### config.mk
export PLATFORM = sky130hd
export DESIGN_NAME = stm_regs
export DESIGN_NICKNAME = d
export VERILOG_FILES = /design/src/verilog/stm_pkg.sv /design/src/verilog/stm_regs.sv
export VERILOG_INCLUDE_DIRS = /design/src /design/src/verilog
export SDC_FILE = /design/constraint.sdc
export NUM_CORES = 1
export LEC_CHECK = 0
export ABC_CLOCK_PERIOD_IN_PS = 5650
export BUFFER_PORTS_ARGS = -buffer_cell sky130_fd_sc_hd__buf_2
export CORE_ASPECT_RATIO = 0.5
export CORE_UTILIZATION = 40
export CTS_CLUSTER_SIZE = 25
export DETAILED_ROUTE_END_ITERATION = 8
export GPL_ROUTABILITY_DRIVEN = 0
export PLACE_DENSITY = 0.63
export SETUP_SLACK_MARGIN = 0.3
export SYNTH_ARGS = -nofsm -noshare
export SYNTH_HDL_FRONTEND = slang
export SYNTH_SLANG_ARGS = --single-unit
### constraint.sdc
create_clock -name mclk -period 5.65 [get_ports mclk]
set_input_delay 0.565 -clock mclk [delete_from_list [all_inputs] [get_ports mclk]]
set_output_delay 0.565 -clock mclk [all_outputs]
set_load 0.03 [all_outputs]
### src/verilog/stm_cfg.svh
`ifndef STM_CFG_SVH
`define STM_CFG_SVH

// register offsets (byte addresses within the slice)
`define STM_ADDR_W 16
`define STM_OFF_TEMP_CTRL 16'h02f0
`define STM_OFF_UV_CTRL 16'h02f1
`define STM_OFF_WAKE_CTRL 16'h02f2
`define STM_OFF_WAKE_TRIM 16'h02f3
`define STM_OFF_RATE_HI 16'h02f4
`define STM_OFF_RATE_LO 16'h02f5
`define STM_OFF_RSVD 16'h02f6
`define STM_OFF_SENS_TRIM 16'h02f7
`define STM_OFF_IRQ_STAT 16'h02f8
`define STM_OFF_IRQ_MASK 16'h02f9

// field positions
`define STM_B_CHG_FLAG 0
`define STM_B_IRQ_EN 1
`define STM_B_STATUS 2
`define STM_B_SENSE_EN 3
`define STM_B_ACCESS_EN 4
`define STM_B_SRC_SEL 5
`define STM_B_TEST_LO 6
`define STM_B_TEST_HI 7
`define STM_B_TRIM_OVR 7

// field masks of storage registers
`define STM_WAKE_CTRL_MASK 8'h9e
`define STM_WAKE_TRIM_MASK 8'hfc
`define STM_SENS_TRIM_MASK 8'h8f

// reset values
`define STM_RST_BYTE 8'h00
`define STM_RST_MASK 2'h3

`endif

### src/verilog/stm_pkg.sv
package stm_pkg;
  typedef logic [7:0] stm_byte_t;
  typedef enum logic [1:0] {
    STM_MODE_FULL,
    STM_MODE_REDUCED,
    STM_MODE_SHUTDOWN
  } stm_mode_t;
endpackage

### src/verilog/stm_regs.sv
`timescale 1ns/100ps
`default_nettype none
`include "stm_cfg.svh"

module stm_regs
  import stm_pkg::*;
(
  // clock and reset
  input wire logic mclk,
  input wire logic rst_n,
  // register port
  input wire logic [`STM_ADDR_W-1:0] reg_addr,
  input wire logic [7:0] reg_wdata,
  input wire logic reg_wr,
  input wire logic reg_rd,
  output logic [7:0] reg_rdata,
  output logic reg_abort,
  // system level
  input wire logic special_mode,
  input wire logic rsvd_abort_en,
  input wire logic full_performance_mode,
  input wire logic reduced_power_mode,
  // analog detector outputs (asynchronous)
  input wire logic over_temp_detector,
  input wire logic undervolt_detector,
  // analog controls
  output logic temp_sense_enable,
  output logic volt_access_enable,
  output logic volt_source_select,
  output logic [1:0] temp_test_bits,
  // interrupt requests
  output logic temp_irq,
  output logic undervolt_irq,
  output logic irq
);

  // detector synchronisers
  logic ot_s1_q, ot_s2_q, uv_s1_q, uv_s2_q;
  logic full_s1_q, full_s2_q, red_s1_q, red_s2_q;
  logic over_temp_status_q, undervolt_status_q;
  logic temp_change_flag_q, undervolt_change_flag_q;
  logic temp_irq_enable_q, undervolt_irq_enable_q;
  logic [1:0] irq_mask_q;
  stm_mode_t mode_q;
  stm_byte_t wake_ctrl_q, wake_trim_q, rate_hi_q, rate_lo_q, sens_trim_q;

  logic hit_temp, hit_uv, hit_rsvd, hit_stat, hit_mask, mapped;
  logic over_temp_d, undervolt_d, temp_chg_set, uv_chg_set;
  logic temp_chg_clr, uv_chg_clr;
  logic temp_ie_d, uv_ie_d, temp_req_d, uv_req_d;
  logic [1:0] irq_mask_d;
  logic [7:0] rdata_d;

  assign hit_temp = (reg_addr == `STM_OFF_TEMP_CTRL);
  assign hit_uv = (reg_addr == `STM_OFF_UV_CTRL);
  assign hit_rsvd = (reg_addr == `STM_OFF_RSVD);
  assign hit_stat = (reg_addr == `STM_OFF_IRQ_STAT);
  assign hit_mask = (reg_addr == `STM_OFF_IRQ_MASK);
  assign mapped = (reg_addr >= `STM_OFF_TEMP_CTRL) && (reg_addr <= `STM_OFF_IRQ_MASK);

  always_ff @(posedge mclk) begin
    if (!rst_n) begin
      ot_s1_q <= 1'b0;
      ot_s2_q <= 1'b0;
      uv_s1_q <= 1'b0;
      uv_s2_q <= 1'b0;
      full_s1_q <= 1'b0;
      full_s2_q <= 1'b0;
      red_s1_q <= 1'b0;
      red_s2_q <= 1'b0;
    end else begin
      ot_s1_q <= over_temp_detector;
      ot_s2_q <= ot_s1_q;
      uv_s1_q <= undervolt_detector;
      uv_s2_q <= uv_s1_q;
      full_s1_q <= full_performance_mode;
      full_s2_q <= full_s1_q;
      red_s1_q <= reduced_power_mode;
      red_s2_q <= red_s1_q;
    end
  end

  // operating mode tracking
  always_ff @(posedge mclk) begin
    if (!rst_n) begin
      mode_q <= STM_MODE_SHUTDOWN;
    end else if (full_s2_q) begin
      mode_q <= STM_MODE_FULL;
    end else if (red_s2_q) begin
      mode_q <= STM_MODE_REDUCED;
    end else begin
      mode_q <= STM_MODE_SHUTDOWN;
    end
  end

  // detectors only count in full mode; sensor needs its enable
  always_comb begin
    case (mode_q)
      STM_MODE_FULL: begin
        over_temp_d = ot_s2_q & temp_sense_enable;
        undervolt_d = uv_s2_q;
      end
      STM_MODE_REDUCED, STM_MODE_SHUTDOWN: begin
        over_temp_d = 1'b0;
        undervolt_d = 1'b0;
      end
      default: begin
        over_temp_d = 1'b0;
        undervolt_d = 1'b0;
      end
    endcase
  end

  always_ff @(posedge mclk) begin
    if (!rst_n) begin
      over_temp_status_q <= 1'b0;
      undervolt_status_q <= 1'b0;
    end else begin
      over_temp_status_q <= over_temp_d;
      undervolt_status_q <= undervolt_d;
    end
  end

  assign temp_chg_set = over_temp_d != over_temp_status_q;
  assign uv_chg_set = undervolt_d != undervolt_status_q;
  assign temp_chg_clr = reg_wr && (hit_temp || hit_stat) && reg_wdata[`STM_B_CHG_FLAG];
  assign uv_chg_clr = reg_wr && ((hit_uv && reg_wdata[`STM_B_CHG_FLAG]) ||
                                 (hit_stat && reg_wdata[1]));

  // next enables and mask, so a request drops on the same edge that disables it
  assign temp_ie_d = (reg_wr && hit_temp) ? reg_wdata[`STM_B_IRQ_EN] : temp_irq_enable_q;
  assign uv_ie_d = (reg_wr && hit_uv) ? reg_wdata[`STM_B_IRQ_EN] : undervolt_irq_enable_q;
  assign irq_mask_d = (reg_wr && hit_mask) ? reg_wdata[1:0] : irq_mask_q;
  assign temp_req_d = temp_change_flag_q & ~temp_chg_clr & temp_ie_d;
  assign uv_req_d = undervolt_change_flag_q & ~uv_chg_clr & uv_ie_d;

  // change flags: set wins over clear; leaving full mode sets them when a status was high
  always_ff @(posedge mclk) begin
    if (!rst_n) begin
      temp_change_flag_q <= 1'b0;
      undervolt_change_flag_q <= 1'b0;
    end else begin
      if (temp_chg_set) begin
        temp_change_flag_q <= 1'b1;
      end else if (temp_chg_clr) begin
        temp_change_flag_q <= 1'b0;
      end
      if (uv_chg_set) begin
        undervolt_change_flag_q <= 1'b1;
      end else if (uv_chg_clr) begin
        undervolt_change_flag_q <= 1'b0;
      end
    end
  end

  // temperature control register
  always_ff @(posedge mclk) begin
    if (!rst_n) begin
      temp_irq_enable_q <= 1'b0;
      temp_sense_enable <= 1'b0;
      volt_access_enable <= 1'b0;
      volt_source_select <= 1'b0;
      temp_test_bits <= 2'h0;
    end else if (reg_wr && hit_temp) begin
      temp_irq_enable_q <= reg_wdata[`STM_B_IRQ_EN];
      temp_sense_enable <= reg_wdata[`STM_B_SENSE_EN];
      volt_access_enable <= reg_wdata[`STM_B_ACCESS_EN];
      volt_source_select <= reg_wdata[`STM_B_SRC_SEL];
      if (special_mode) begin
        temp_test_bits <= reg_wdata[`STM_B_TEST_HI:`STM_B_TEST_LO];
      end
    end
  end

  always_ff @(posedge mclk) begin
    if (!rst_n) begin
      undervolt_irq_enable_q <= 1'b0;
    end else if (reg_wr && hit_uv) begin
      undervolt_irq_enable_q <= reg_wdata[`STM_B_IRQ_EN];
    end
  end

  always_ff @(posedge mclk) begin
    if (!rst_n) begin
      irq_mask_q <= `STM_RST_MASK;
    end else if (reg_wr && hit_mask) begin
      irq_mask_q <= reg_wdata[1:0];
    end
  end

  // periodic wakeup and trim storage; map only, no timer here
  always_ff @(posedge mclk) begin
    if (!rst_n) begin
      wake_ctrl_q <= `STM_RST_BYTE;
      wake_trim_q <= `STM_RST_BYTE;
      rate_hi_q <= `STM_RST_BYTE;
      rate_lo_q <= `STM_RST_BYTE;
      sens_trim_q <= `STM_RST_BYTE;
    end else if (reg_wr) begin
      if (reg_addr == `STM_OFF_WAKE_CTRL) begin
        wake_ctrl_q <= reg_wdata & `STM_WAKE_CTRL_MASK;
      end
      if (reg_addr == `STM_OFF_WAKE_TRIM) begin
        wake_trim_q <= reg_wdata & `STM_WAKE_TRIM_MASK;
      end
      if (reg_addr == `STM_OFF_RATE_HI) begin
        rate_hi_q <= reg_wdata;
      end
      if (reg_addr == `STM_OFF_RATE_LO) begin
        rate_lo_q <= reg_wdata;
      end
      if (reg_addr == `STM_OFF_SENS_TRIM) begin
        sens_trim_q <= reg_wdata & `STM_SENS_TRIM_MASK;
      end
    end
  end

  // interrupt requests, registered levels
  always_ff @(posedge mclk) begin
    if (!rst_n) begin
      temp_irq <= 1'b0;
      undervolt_irq <= 1'b0;
      irq <= 1'b0;
    end else begin
      temp_irq <= temp_req_d;
      undervolt_irq <= uv_req_d;
      irq <= (temp_req_d & irq_mask_d[0]) | (uv_req_d & irq_mask_d[1]);
    end
  end

  // read mux
  always_comb begin
    rdata_d = 8'h00;
    case (reg_addr)
      `STM_OFF_TEMP_CTRL: begin
        rdata_d = {temp_test_bits, volt_source_select, volt_access_enable, temp_sense_enable,
                   over_temp_status_q, temp_irq_enable_q, temp_change_flag_q};
      end
      `STM_OFF_UV_CTRL: begin
        rdata_d = {5'h00, undervolt_status_q, undervolt_irq_enable_q, undervolt_change_flag_q};
      end
      `STM_OFF_WAKE_CTRL: rdata_d = wake_ctrl_q;
      `STM_OFF_WAKE_TRIM: rdata_d = wake_trim_q;
      `STM_OFF_RATE_HI: rdata_d = rate_hi_q;
      `STM_OFF_RATE_LO: rdata_d = rate_lo_q;
      `STM_OFF_SENS_TRIM: rdata_d = sens_trim_q;
      `STM_OFF_IRQ_STAT: rdata_d = {6'h00, undervolt_change_flag_q, temp_change_flag_q};
      `STM_OFF_IRQ_MASK: rdata_d = {6'h00, irq_mask_q};
      default: rdata_d = 8'h00;
    endcase
  end

  always_ff @(posedge mclk) begin
    if (!rst_n) begin
      reg_rdata <= 8'h00;
      reg_abort <= 1'b0;
    end else begin
      reg_rdata <= reg_rd ? rdata_d : 8'h00;
      reg_abort <= (reg_rd || reg_wr) && rsvd_abort_en && (hit_rsvd || !mapped);
    end
  end

endmodule // stm_regs
`default_nettype wire
# Yosys cells after proc, flatten, opt, wreduce, memory -nomap -nowiden
# Index checks and enable logic that the tools add are counted.
# word_totals
ff_bits	67
inputBits	34
output_inout_bits	17
word_cells	95
# classes
magnitude_cmp	2
n_eq_ne	12
n_mux	12
bitwise	11
reduce_logical	27
# op_table
cell	n
16-bit by 10-bit == test with 1-bit output, second input constant	10
8-bit one-hot mux with 9 select lines	1
16-bit by 10-bit >= comparator with 1-bit output, second input constant	1
16-bit by 10-bit less-or-equal comparator with 1-bit output, second input constant	1
2-bit AND reduction	7
1-bit logical AND	11
1-bit 2-to-1 mux	8
1-bit bitwise AND	7
2-bit 2-to-1 mux	3
1-bit logical OR	4
2-bit nonzero test	2
1-bit NOT	3
2-bit zero test	1
1-bit inequality test	2
2-bit OR reduction	1
1-bit zero test	1
1-bit bitwise OR	1

# Longest topological paths before layout
# Gate-level depths: netlist of the first run.
# logic_depth
word_depth	9
ltp_mapped	7

# Worst setup path after synthesis of the first run
# No wires, ideal clock.
# synth_timing
kind	input -> register
from	input reg_addr[14]
to	register irq_mask_q[0]
t_arrival_ns	2.074
required_time_ns	5.527
setup_slack_ns	3.453
cell_stages	5
n_path_buf	0
path_cell_list	nor4b_1 -> nand4_1 -> nor4b_1 -> mux2_2 -> or2_2
# synth_between
elab_chain_cells	3
# synth_lines
item	line_no	source
start, declared	stm_regs.sv:12	input wire logic [`STM_ADDR_W-1:0] reg_addr,
16-bit by 10-bit == test with 1-bit output	--	
1-bit logical AND	stm_regs.sv:186	end else if (reg_wr && hit_mask) begin
2-bit 2-to-1 mux	--	
end signal, assigned	stm_regs.sv:185	irq_mask_q <= `STM_RST_MASK;
end signal, assigned	stm_regs.sv:187	irq_mask_q <= reg_wdata[1:0];
end, declared	stm_regs.sv:43	logic [1:0] irq_mask_q;
# No other way between the ends.
# A chain may end at the register's enable or synchronous reset.

# Worst setup path in the final report of the first run
# layout_timing
from	input reg_addr[14]
to	register rate_hi_q[0]
# layout_between
elab_chain_cells	2
# layout_lines
item	line_no	source
16-bit by 10-bit == test with 1-bit output	--	
2-bit AND reduction (no source line)	--	
end signal, assigned	stm_regs.sv:196	rate_hi_q <= `STM_RST_BYTE;
end signal, assigned	stm_regs.sv:207	rate_hi_q <= reg_wdata;
end, declared	stm_regs.sv:45	stm_byte_t wake_ctrl_q, wake_trim_q, rate_hi_q, rate_lo_q, sens_trim_q;
# No other way between the ends.

==> results of run 1 <==
## registers in the layout, indices dropped and copies added, names as in the netlist, 2 cells and up
register	count
sens_trim_q	5
wake_ctrl_q	5
rate_hi_q	8
reg_rdata	8
wake_trim_q	6
mode_q	2
rate_lo_q	8
temp_test_bits	2
irq_mask_q	2
## per-layer routing
layer	GRT usage [%]	share of wire (%)	vias up
met5	0	0	-
met3	7.54	7.0	9
met4	7.77	1.3	0
met2	29.8	44	64
met1	26.2	48	1120
li1	-	-	1193
## stage by stage
stage | util, % | total power (µW)
after floorplan | - | 518
after global placement | 46.3 | 540
after detailed placement | 46.3 | 541
after CTS | 50.6 | 1070
after global routing | 50.6 | 1100
final | 50.6 | 1060
## cells by family (layout without fill, tap and decap cells)
kind of cell    after synthesis  after routing  share of synthesized area [%]
compound gates               59             59                           13.2
xor+xnor                      2              2                          0.606
buf+inv                      24             71                           4.07
simple gates                129            129                           24.4
mux                          32             32                           11.3
flops                        67             67                           46.4
## area by class of cell
cell class                      instances  area [µm²]
Clock inverter                          1        5.00
Timing Repair Buffer                   51         258
Sequential cell                        67        1340
Inverter                                4        15.0
Clock buffer                           15         288
Fill cell                             646        3380
Multi-Input combinational cell        222        1430
Tap cell                               92         115
## placed cells by master (no fill, tap or decap), drive strengths merged, types with 3 or more instances in the layout
cell and n:
a21o 3, a21oi 27, a221oi 3, a22oi 5, and2 11, and3 4
buf 51, clkbuf 15, clkinv 3, dfxtp 67, mux2 6, mux2i 26
nand2 47, nand3 15, nand4 5, nor2 28, nor4 3, o21ai 7
o31ai 3, or2 3
## cell usage after synthesis (4+ instances only)
library cell	count	share of area, %
a21oi_1	25	4.3
a22oi_1	5	1.3
and2_1	11	2.4
buf_2	4	0.69
clkbuf_1	11	1.4
dfxtp_1	67	46
mux2_2	6	2.3
mux2i_1	26	9.0
nand2_1	47	6.1
nand3_1	13	2.3
nor2_1	28	3.6
o21ai_0	7	1.2
## power breakdown
| part | total [µW] | switching (µW) | internal [µW] |
|---|---|---|---|
| Clock | 532 | 188 | 344 |
| Sequential | 478 | 1.15 | 477 |
| Combinational | 54.3 | 35.3 | 19.1 |
| Total | 1060 | 224 | 840 |
## worst paths after layout
| kind | startpoint | endpoint | depth (start not counted) |
|---|---|---|---|
| setup / recovery | reg_addr[14] | rate_hi_q[0]$_SDFFE_PN0P_ | 6 |
| hold / removal | full_s2_q$_SDFF_PN0_ | mode_q[0]$_SDFF_PP0_ | 1 |
| setup reg to reg | temp_irq_enable_q$_SDFF_PN0_ | reg_rdata[1]$_SDFF_PN0_ | 5 |
| hold reg to reg | full_s2_q$_SDFF_PN0_ | mode_q[0]$_SDFF_PP0_ | 1 |
## worst max-delay path, cell delays in order
cell and delay [ns]:
buf_2 0.11, or4b_4 0.56, nor4_2 0.80, nand3_1 0.55, nand2_1 0.22, a21oi_2 0.06
==> results.sh, run 1 <==
export IMPL_slew_viol_final=0
export IMPL_grt_antenna_before_repair=0
export IMPL_die_x_um=122
export IMPL_yosysSeqAreaShare_pct=46.4
export IMPL_post_cts_buffers=0
export IMPL_grt_pass1_wl_um=11500
export IMPL_cp_max_fo=11
export IMPL_portBuffers=50
export IMPL_critPathLaunchType="input pin"
export IMPL_hold_viol=0
export IMPL_arrival_ns=2.87
export IMPL_grt_overflow=0
export IMPL_clk_pin_slew_ns=0.05
export IMPL_synth_seq_cells=67
export IMPL_start_util_pct=42.3
export IMPL_syn_avg_cell_area_um2=9.24
export IMPL_final_cells=452
export IMPL_clkLatencyLatePin_ns=0.33
export IMPL_placed_cell_area_mm2=0.00316
export IMPL_end_kind="flop"
export IMPL_ir_drop_mv=0.151
export IMPL_fp_dieH_um=62.1
export IMPL_total_leakage_power_uw=0.00143
export IMPL_diodes=0
export IMPL_drt_antenna_violating_nets=0
export IMPL_drt_iter0_drc=114
export IMPL_tritoncts="done"
export IMPL_worst_ep_required_time_ns=5.86
export IMPL_slew_headroom_pct=36.0
export IMPL_io_pins=51
export IMPL_worstMarginPinSlew_ns=0.953
export IMPL_htreeDepth=3
export IMPL_setup_worst_path_class="input pin to flop"
export IMPL_regToRegSetupSlack_ns=4.37
export IMPL_max_freq_mhz=375
export IMPL_num_rows=21
export IMPL_die_area_mm2=0.00759
export IMPL_min_period_ns=2.67
export IMPL_syn_nets=347
export IMPL_setup_violations=0
export IMPL_syn_inst=313
export IMPL_rsz0062_at_grt="false"
export IMPL_design_area_mm2=0.00345
export IMPL_hold_slack_ns=0.405
export IMPL_cts_root_buf="clkbuf_16"
export IMPL_cts_sinks=67
export IMPL_grt_pass1_vias=2329
export IMPL_netlist_area_mm2=0.00289
export IMPL_dr_pass1_iters=4
export IMPL_power_density_mw_per_mm2=308
export IMPL_hpwl_um=4890
export IMPL_synthArstFlopShare_pct=0
export IMPL_drc_errors=0
export IMPL_fin_skew_ns=0.00200
export IMPL_synth_cell_type_count=51
export IMPL_drive_gt1_share_pct=24.2
export IMPL_vias=2386
export IMPL_hold_path_class="flop to flop"
export IMPL_cts_hold_buf=0
export IMPL_ys_warn_count=0
export IMPL_place_ws_ns=2.70
export IMPL_dp_cells=436
export IMPL_cts_made_buffers=9
export IMPL_track_usage_pct=20.1
export IMPL_finalSetupTns_ns=0
export IMPL_core_mm2=0.00683
export IMPL_synth_edff_count=0
export IMPL_worst_slack_ns=2.98
export IMPL_status="complete, no violations"
export IMPL_via_per_inst=5.28
export IMPL_cts_path_max_buffers=2
export IMPL_maxCapViolCount=0
export IMPL_cts_resized_gates=0
export IMPL_grt_max_degree=36
export IMPL_wl_per_cell_um=15.5
export IMPL_fin_nets=389
export IMPL_finalCritPeriodShare_pct=47.2
export IMPL_syn_to_final_growth_pct=19.5
export IMPL_routed_wl_um=7020
export IMPL_yosys_most_used_dff="dfxtp_1"
Note: power is estimated with default switching activity, not from simulation.
==> inputs of run 2 (changes only) <==
ABC_CLOCK_PERIOD_IN_PS = 2300   (was 5650)
PLACE_DENSITY = 0.66   (was 0.63)
clock period = 2.3 ns   (was 5.65 ns; I/O delays follow)
==> results.sh, run 2 (synthesized netlist as in run 1, its figures left out) <==
export IMPL_max_freq_mhz=568
export IMPL_wl_per_cell_um=16.0
export IMPL_final_cells=460
export IMPL_finalSetupTns_ns=0
export IMPL_cp_max_fo=11
export IMPL_final_cell_mix="dfxtp_1, buf_2, nand2_1"
export IMPL_maxCapViolCount=0
export IMPL_cts_resized_gates=0
export IMPL_setup_violations=0
export IMPL_final_util_pct=52.1
export IMPL_grt_pass1_wl_um=12200
export IMPL_track_usage_pct=21.0
export IMPL_critPathLaunchType="input pin"
export IMPL_cts_sinks=67
export IMPL_cts_root_buf="clkbuf_16"
export IMPL_via_per_inst=5.40
export IMPL_die_area_mm2=0.00759
export IMPL_syn_to_final_growth_pct=23.1
export IMPL_drt_antenna_violating_nets=0
export IMPL_cp_top_family="simple AND/OR/NAND/NOR gates"
export IMPL_clk_pin_slew_ns=0.06
export IMPL_largestRegisters="rate_hi_q: 8 flops, rate_lo_q: 8 flops, reg_rdata: 8 flops"
export IMPL_arrival_ns=1.96
export IMPL_portBuffers=50
export IMPL_status="complete, no violations"
export IMPL_core_mm2=0.00683
export IMPL_grt_max_degree=40
export IMPL_vias=2485
export IMPL_dr_pass1_iters=6
export IMPL_fillers=616
export IMPL_io_pins=51
export IMPL_htreeDepth=3
export IMPL_rsz0062_at_grt="false"
export IMPL_clkLatencyLatePin_ns=0.33
export IMPL_end_kind="flop"
export IMPL_dp_cells=444
export IMPL_cpPeakStageDelay_ns=0.55
export IMPL_die_x_um=122
export IMPL_slew_headroom_pct=63.3
export IMPL_hpwl_um=5090
export IMPL_hold_viol=0
export IMPL_cts_path_max_buffers=2
export IMPL_slew_viol_final=0
export IMPL_power_density_mw_per_mm2=798
export IMPL_hold_slack_ns=0.101
export IMPL_worstMarginPinSlew_ns=0.546
export IMPL_routed_wl_um=7360
export IMPL_place_ws_ns=0.194
export IMPL_crit_slowest_cell="or4b_4"
export IMPL_post_cts_buffers=0
export IMPL_worst_slack_ns=0.540
export IMPL_drc_errors=0
export IMPL_fin_nets=397
export IMPL_final_common_cell="dfxtp_1"
export IMPL_num_rows=21
export IMPL_ir_drop_mv=0.335
export IMPL_regArea_mm2=0.00134
export IMPL_multi_input_area_mm2=0.00143
export IMPL_hold_path_class="input pin to flop"
export IMPL_worst_ep_required_time_ns=2.50
export IMPL_cts_made_buffers=9
export IMPL_tritoncts="done"
export IMPL_path_buf_inv=2
export IMPL_drive_gt1_share_pct=26.4
export IMPL_grt_antenna_before_repair=0
export IMPL_diodes=0
export IMPL_start_util_pct=42.3
export IMPL_grt_pass1_vias=2418
export IMPL_fp_dieH_um=62.1
export IMPL_min_period_ns=1.76
export IMPL_grt_overflow=0
export IMPL_setup_worst_path_class="input pin to flop"
export IMPL_drt_iter0_drc=197
export IMPL_cts_hold_buf=0
export IMPL_fin_skew_ns=0.00544
export IMPL_total_leakage_power_uw=0.00148
export IMPL_path_cells="buf_2 > or4b_4 > nor4_2 > buf_4 > nand3_1 > nand2_1 > a21oi_1"
export IMPL_finalCritPeriodShare_pct=76.5
==> run 2: cell types whose count changed in the layout (fill, tap and decap cells not counted) <==
cell and delta:
buf_4 +8, clkbuf_8 -2, clkinv_2 -1, inv_6 +1, bufinv_16 +2, clkinvlp_4 +2, clkbuf_1 -2
==> run 2: stage by stage <==
step | cell area (µm²) | power (µW)
final | 3560 | 2840
after global routing | 3560 | 2930
after CTS | 3560 | 2850
after detailed placement | 3220 | 1340
after global placement | 3220 | 1330
after floorplan | 2890 | 1270
==> run 2: worst paths after layout <==
path                                startpoint                         to  slack (ns)  cells past startpoint
hold reg to reg           full_s2_q$_SDFF_PN0_       mode_q[0]$_SDFF_PP0_        0.41                      1
setup reg to reg  temp_irq_enable_q$_SDFF_PN0_    reg_rdata[1]$_SDFF_PN0_        1.09                      5
hold / removal              undervolt_detector         uv_s1_q$_SDFF_PN0_        0.10                      2
setup / recovery                  reg_addr[14]  rate_lo_q[7]$_SDFFE_PN0P_        0.54                      7
==> run 2: worst register-to-register path: cells and delay by family, from the launching register on <==
kind,cells,cell delay (ns)
DFF,1,0.32
muxes,1,0.25
AOI/OAI and AO/OA,4,0.53
==> run 2: report_power, final <==
group	switching [µW]	internal, µW	total, µW
combinational	88.7	52.3	141
clock	516	1010	1530
sequential	2.69	1170	1170
total	608	2230	2840
==> run 2: area by class of cell <==
type / count / share of cell area, %
tap: 92 / 3.23
inverter: 4 / 0.422
clock inverter: 5 / 2.36
multi-input combinational: 222 / 40.3
timing repair buffer: 59 / 8.93
clock buffer: 11 / 7.10
sequential: 67 / 37.7
==> run 2: layer usage <==
metal,global-route usage [%],vias up,share of wire (%)
li1,-,1206,-
met1,27.6,1160,45
met2,32.0,100,46
met3,7.08,19,7.9
met4,7.47,0,1.7
met5,0,-,0
==> inputs of run 3 (changes only) <==
ABC_CLOCK_PERIOD_IN_PS = 1700   (was 2300)
PLACE_DENSITY = 0.63   (was 0.66)
clock period = 1.7 ns   (was 2.3 ns; I/O delays follow)
==> results.sh, run 3 (synthesized netlist as in run 1, its figures left out) <==
export IMPL_max_freq_mhz=669
export IMPL_dr_pass1_iters=5
export IMPL_fin_skew_ns=0.00609
export IMPL_cts_hold_buf=0
export IMPL_crit_start="reg_addr[14]"
export IMPL_die_area_mm2=0.00759
export IMPL_cts_path_max_buffers=2
export IMPL_grt_pass1_vias=2529
export IMPL_critPathLaunchType="input pin"
export IMPL_cts_sinks=67
export IMPL_min_period_ns=1.49
export IMPL_slew_headroom_pct=74.0
export IMPL_drt_iter0_drc=213
export IMPL_total_leakage_power_uw=0.00172
export IMPL_r2r_start="temp_irq_enable_q$_SDFF_PN0_"
export IMPL_setup_worst_path_class="input pin to flop"
export IMPL_drive_gt1_share_pct=43.4
export IMPL_via_per_inst=5.36
export IMPL_arrival_ns=1.72
export IMPL_grt_max_degree=36
export IMPL_rsz0062_at_grt="true"
export IMPL_clk_pin_slew_ns=0.06
export IMPL_portBuffers=50
export IMPL_largestRegisters="rate_hi_q: 8 flops, rate_lo_q: 8 flops, reg_rdata: 8 flops"
export IMPL_grt_antenna_before_repair=0
export IMPL_io_pins=51
export IMPL_finalCritPeriodShare_pct=87.9
export IMPL_min_from="over_temp_detector"
export IMPL_final_common_cell="dfxtp_1"
export IMPL_fp_dieH_um=62.1
export IMPL_design_area_mm2=0.00415
export IMPL_syn_to_final_growth_pct=43.4
export IMPL_diodes=0
export IMPL_maxCapViolCount=0
export IMPL_num_rows=21
export IMPL_die_x_um=122
export IMPL_worstMarginPinSlew_ns=0.386
export IMPL_htreeDepth=3
export IMPL_core_mm2=0.00683
export IMPL_cts_made_buffers=9
export IMPL_end_kind="flop"
export IMPL_fin_nets=428
export IMPL_grt_overflow=0
export IMPL_clkLatencyLatePin_ns=0.34
export IMPL_placed_cell_area_mm2=0.00353
export IMPL_tritoncts="done"
export IMPL_grt_pass1_wl_um=12900
export IMPL_routed_wl_um=8040
export IMPL_hold_viol=0
export IMPL_final_cell_mix="dfxtp_1, buf_2, buf_4"
export IMPL_vias=2634
export IMPL_hold_path_class="input pin to flop"
export IMPL_worst_ep_required_time_ns=1.92
export IMPL_hpwl_um=5440
export IMPL_wl_per_cell_um=16.4
export IMPL_power_density_mw_per_mm2=929
export IMPL_status="complete, no violations"
export IMPL_regToRegSetupSlack_ns=0.44
export IMPL_slew_viol_final=0
export IMPL_dp_cells=467
export IMPL_track_usage_pct=22.7
export IMPL_drc_errors=0
export IMPL_ir_drop_mv=0.534
export IMPL_cp_max_fo=6
export IMPL_final_cells=491
export IMPL_setup_violations=0
export IMPL_start_util_pct=42.3
export IMPL_drt_antenna_violating_nets=0
export IMPL_cts_root_buf="clkbuf_16"
-- run 3: cell count changes in the layout (fill, tap and decap cells not counted), moves of 5 or more --
cell     before  now
a21oi_1      25   18
a21oi_2       2    9
buf_4         9   30
nand3_1      13    6
nand2_2       0   20
nand2_1      47   27
buf_2        50   45
buf_6         0   11
-- run 3: through the flow --
step / setup TNS (ns) / hold slack (ns) / power, µW / util [%] / setup slack, ns
detailed placement: -4.86 / 0.384 / 1850 / 51.6 / -0.203
global placement: -4.06 / 0.375 / 1840 / 51.6 / -0.159
CTS: 0 / 0.0314 / 3860 / 58.9 / 0.211
global route: 0 / 0.0321 / 3980 / 60.7 / 0.160
finish: 0 / 0.0361 / 3850 / 60.7 / 0.205
floorplan: 0 / 0.297 / 1730 / - / 0.0799
-- run 3: power by group --
part / switching [µW] / internal, µW / total [µW] / leakage, µW
registers: 3.55 / 1580 / 1590 / 0.000542
clock network: 689 / 1320 / 2010 / 0.000155
logic: 145 / 106 / 252 / 0.00102
total: 838 / 3010 / 3850 / 0.00172
-- run 3: what timing repair did --
item,4_1_cts,5_1_grt
pin swaps,25,14
gates cloned,0,0
resized for setup,30,26
endpoints found under the hold margin,0,0
buffers inserted,5,3
setup endpoints to repair,44,46
-- run 3: final cells by class --
| type | instances | area [µm²] |
|---|---|---|
| Tap cell | 92 | 115 |
| Sequential cell | 67 | 1340 |
| Clock inverter | 6 | 88.8 |
| Clock buffer | 10 | 239 |
| Inverter | 4 | 15.0 |
| Fill cell | 566 | 2690 |
| Multi-Input combinational cell | 222 | 1700 |
| Timing Repair Buffer | 90 | 649 |
-- run 3: routing by layer --
layer / share of wire [%] / GRT usage (%) / vias to the layer above
li1: - / - / 1271
met1: 47 / 30.0 / 1278
met2: 45 / 34.3 / 78
met3: 7.0 / 8.92 / 7
met4: 0.85 / 5.49 / 0
met5: 0 / 0 / -
-- run 3: final timing paths --
check                                     end  cells past startpoint
setup / recovery  wake_trim_q[2]$_SDFFE_PN0P_                      8
hold / removal             ot_s1_q$_SDFF_PN0_                      2
setup reg to reg      reg_rdata[1]$_SDFF_PN0_                      5
hold reg to reg          mode_q[0]$_SDFF_PP0_                      1
-- run 3: critical path: stages --
cell and delay (ns):
buf_6 0.10, or4b_4 0.57, nor4_4 0.17, buf_6 0.17, buf_12 0.12, nand3_4 0.15
mux2i_1 0.22, nor2_1 0.05
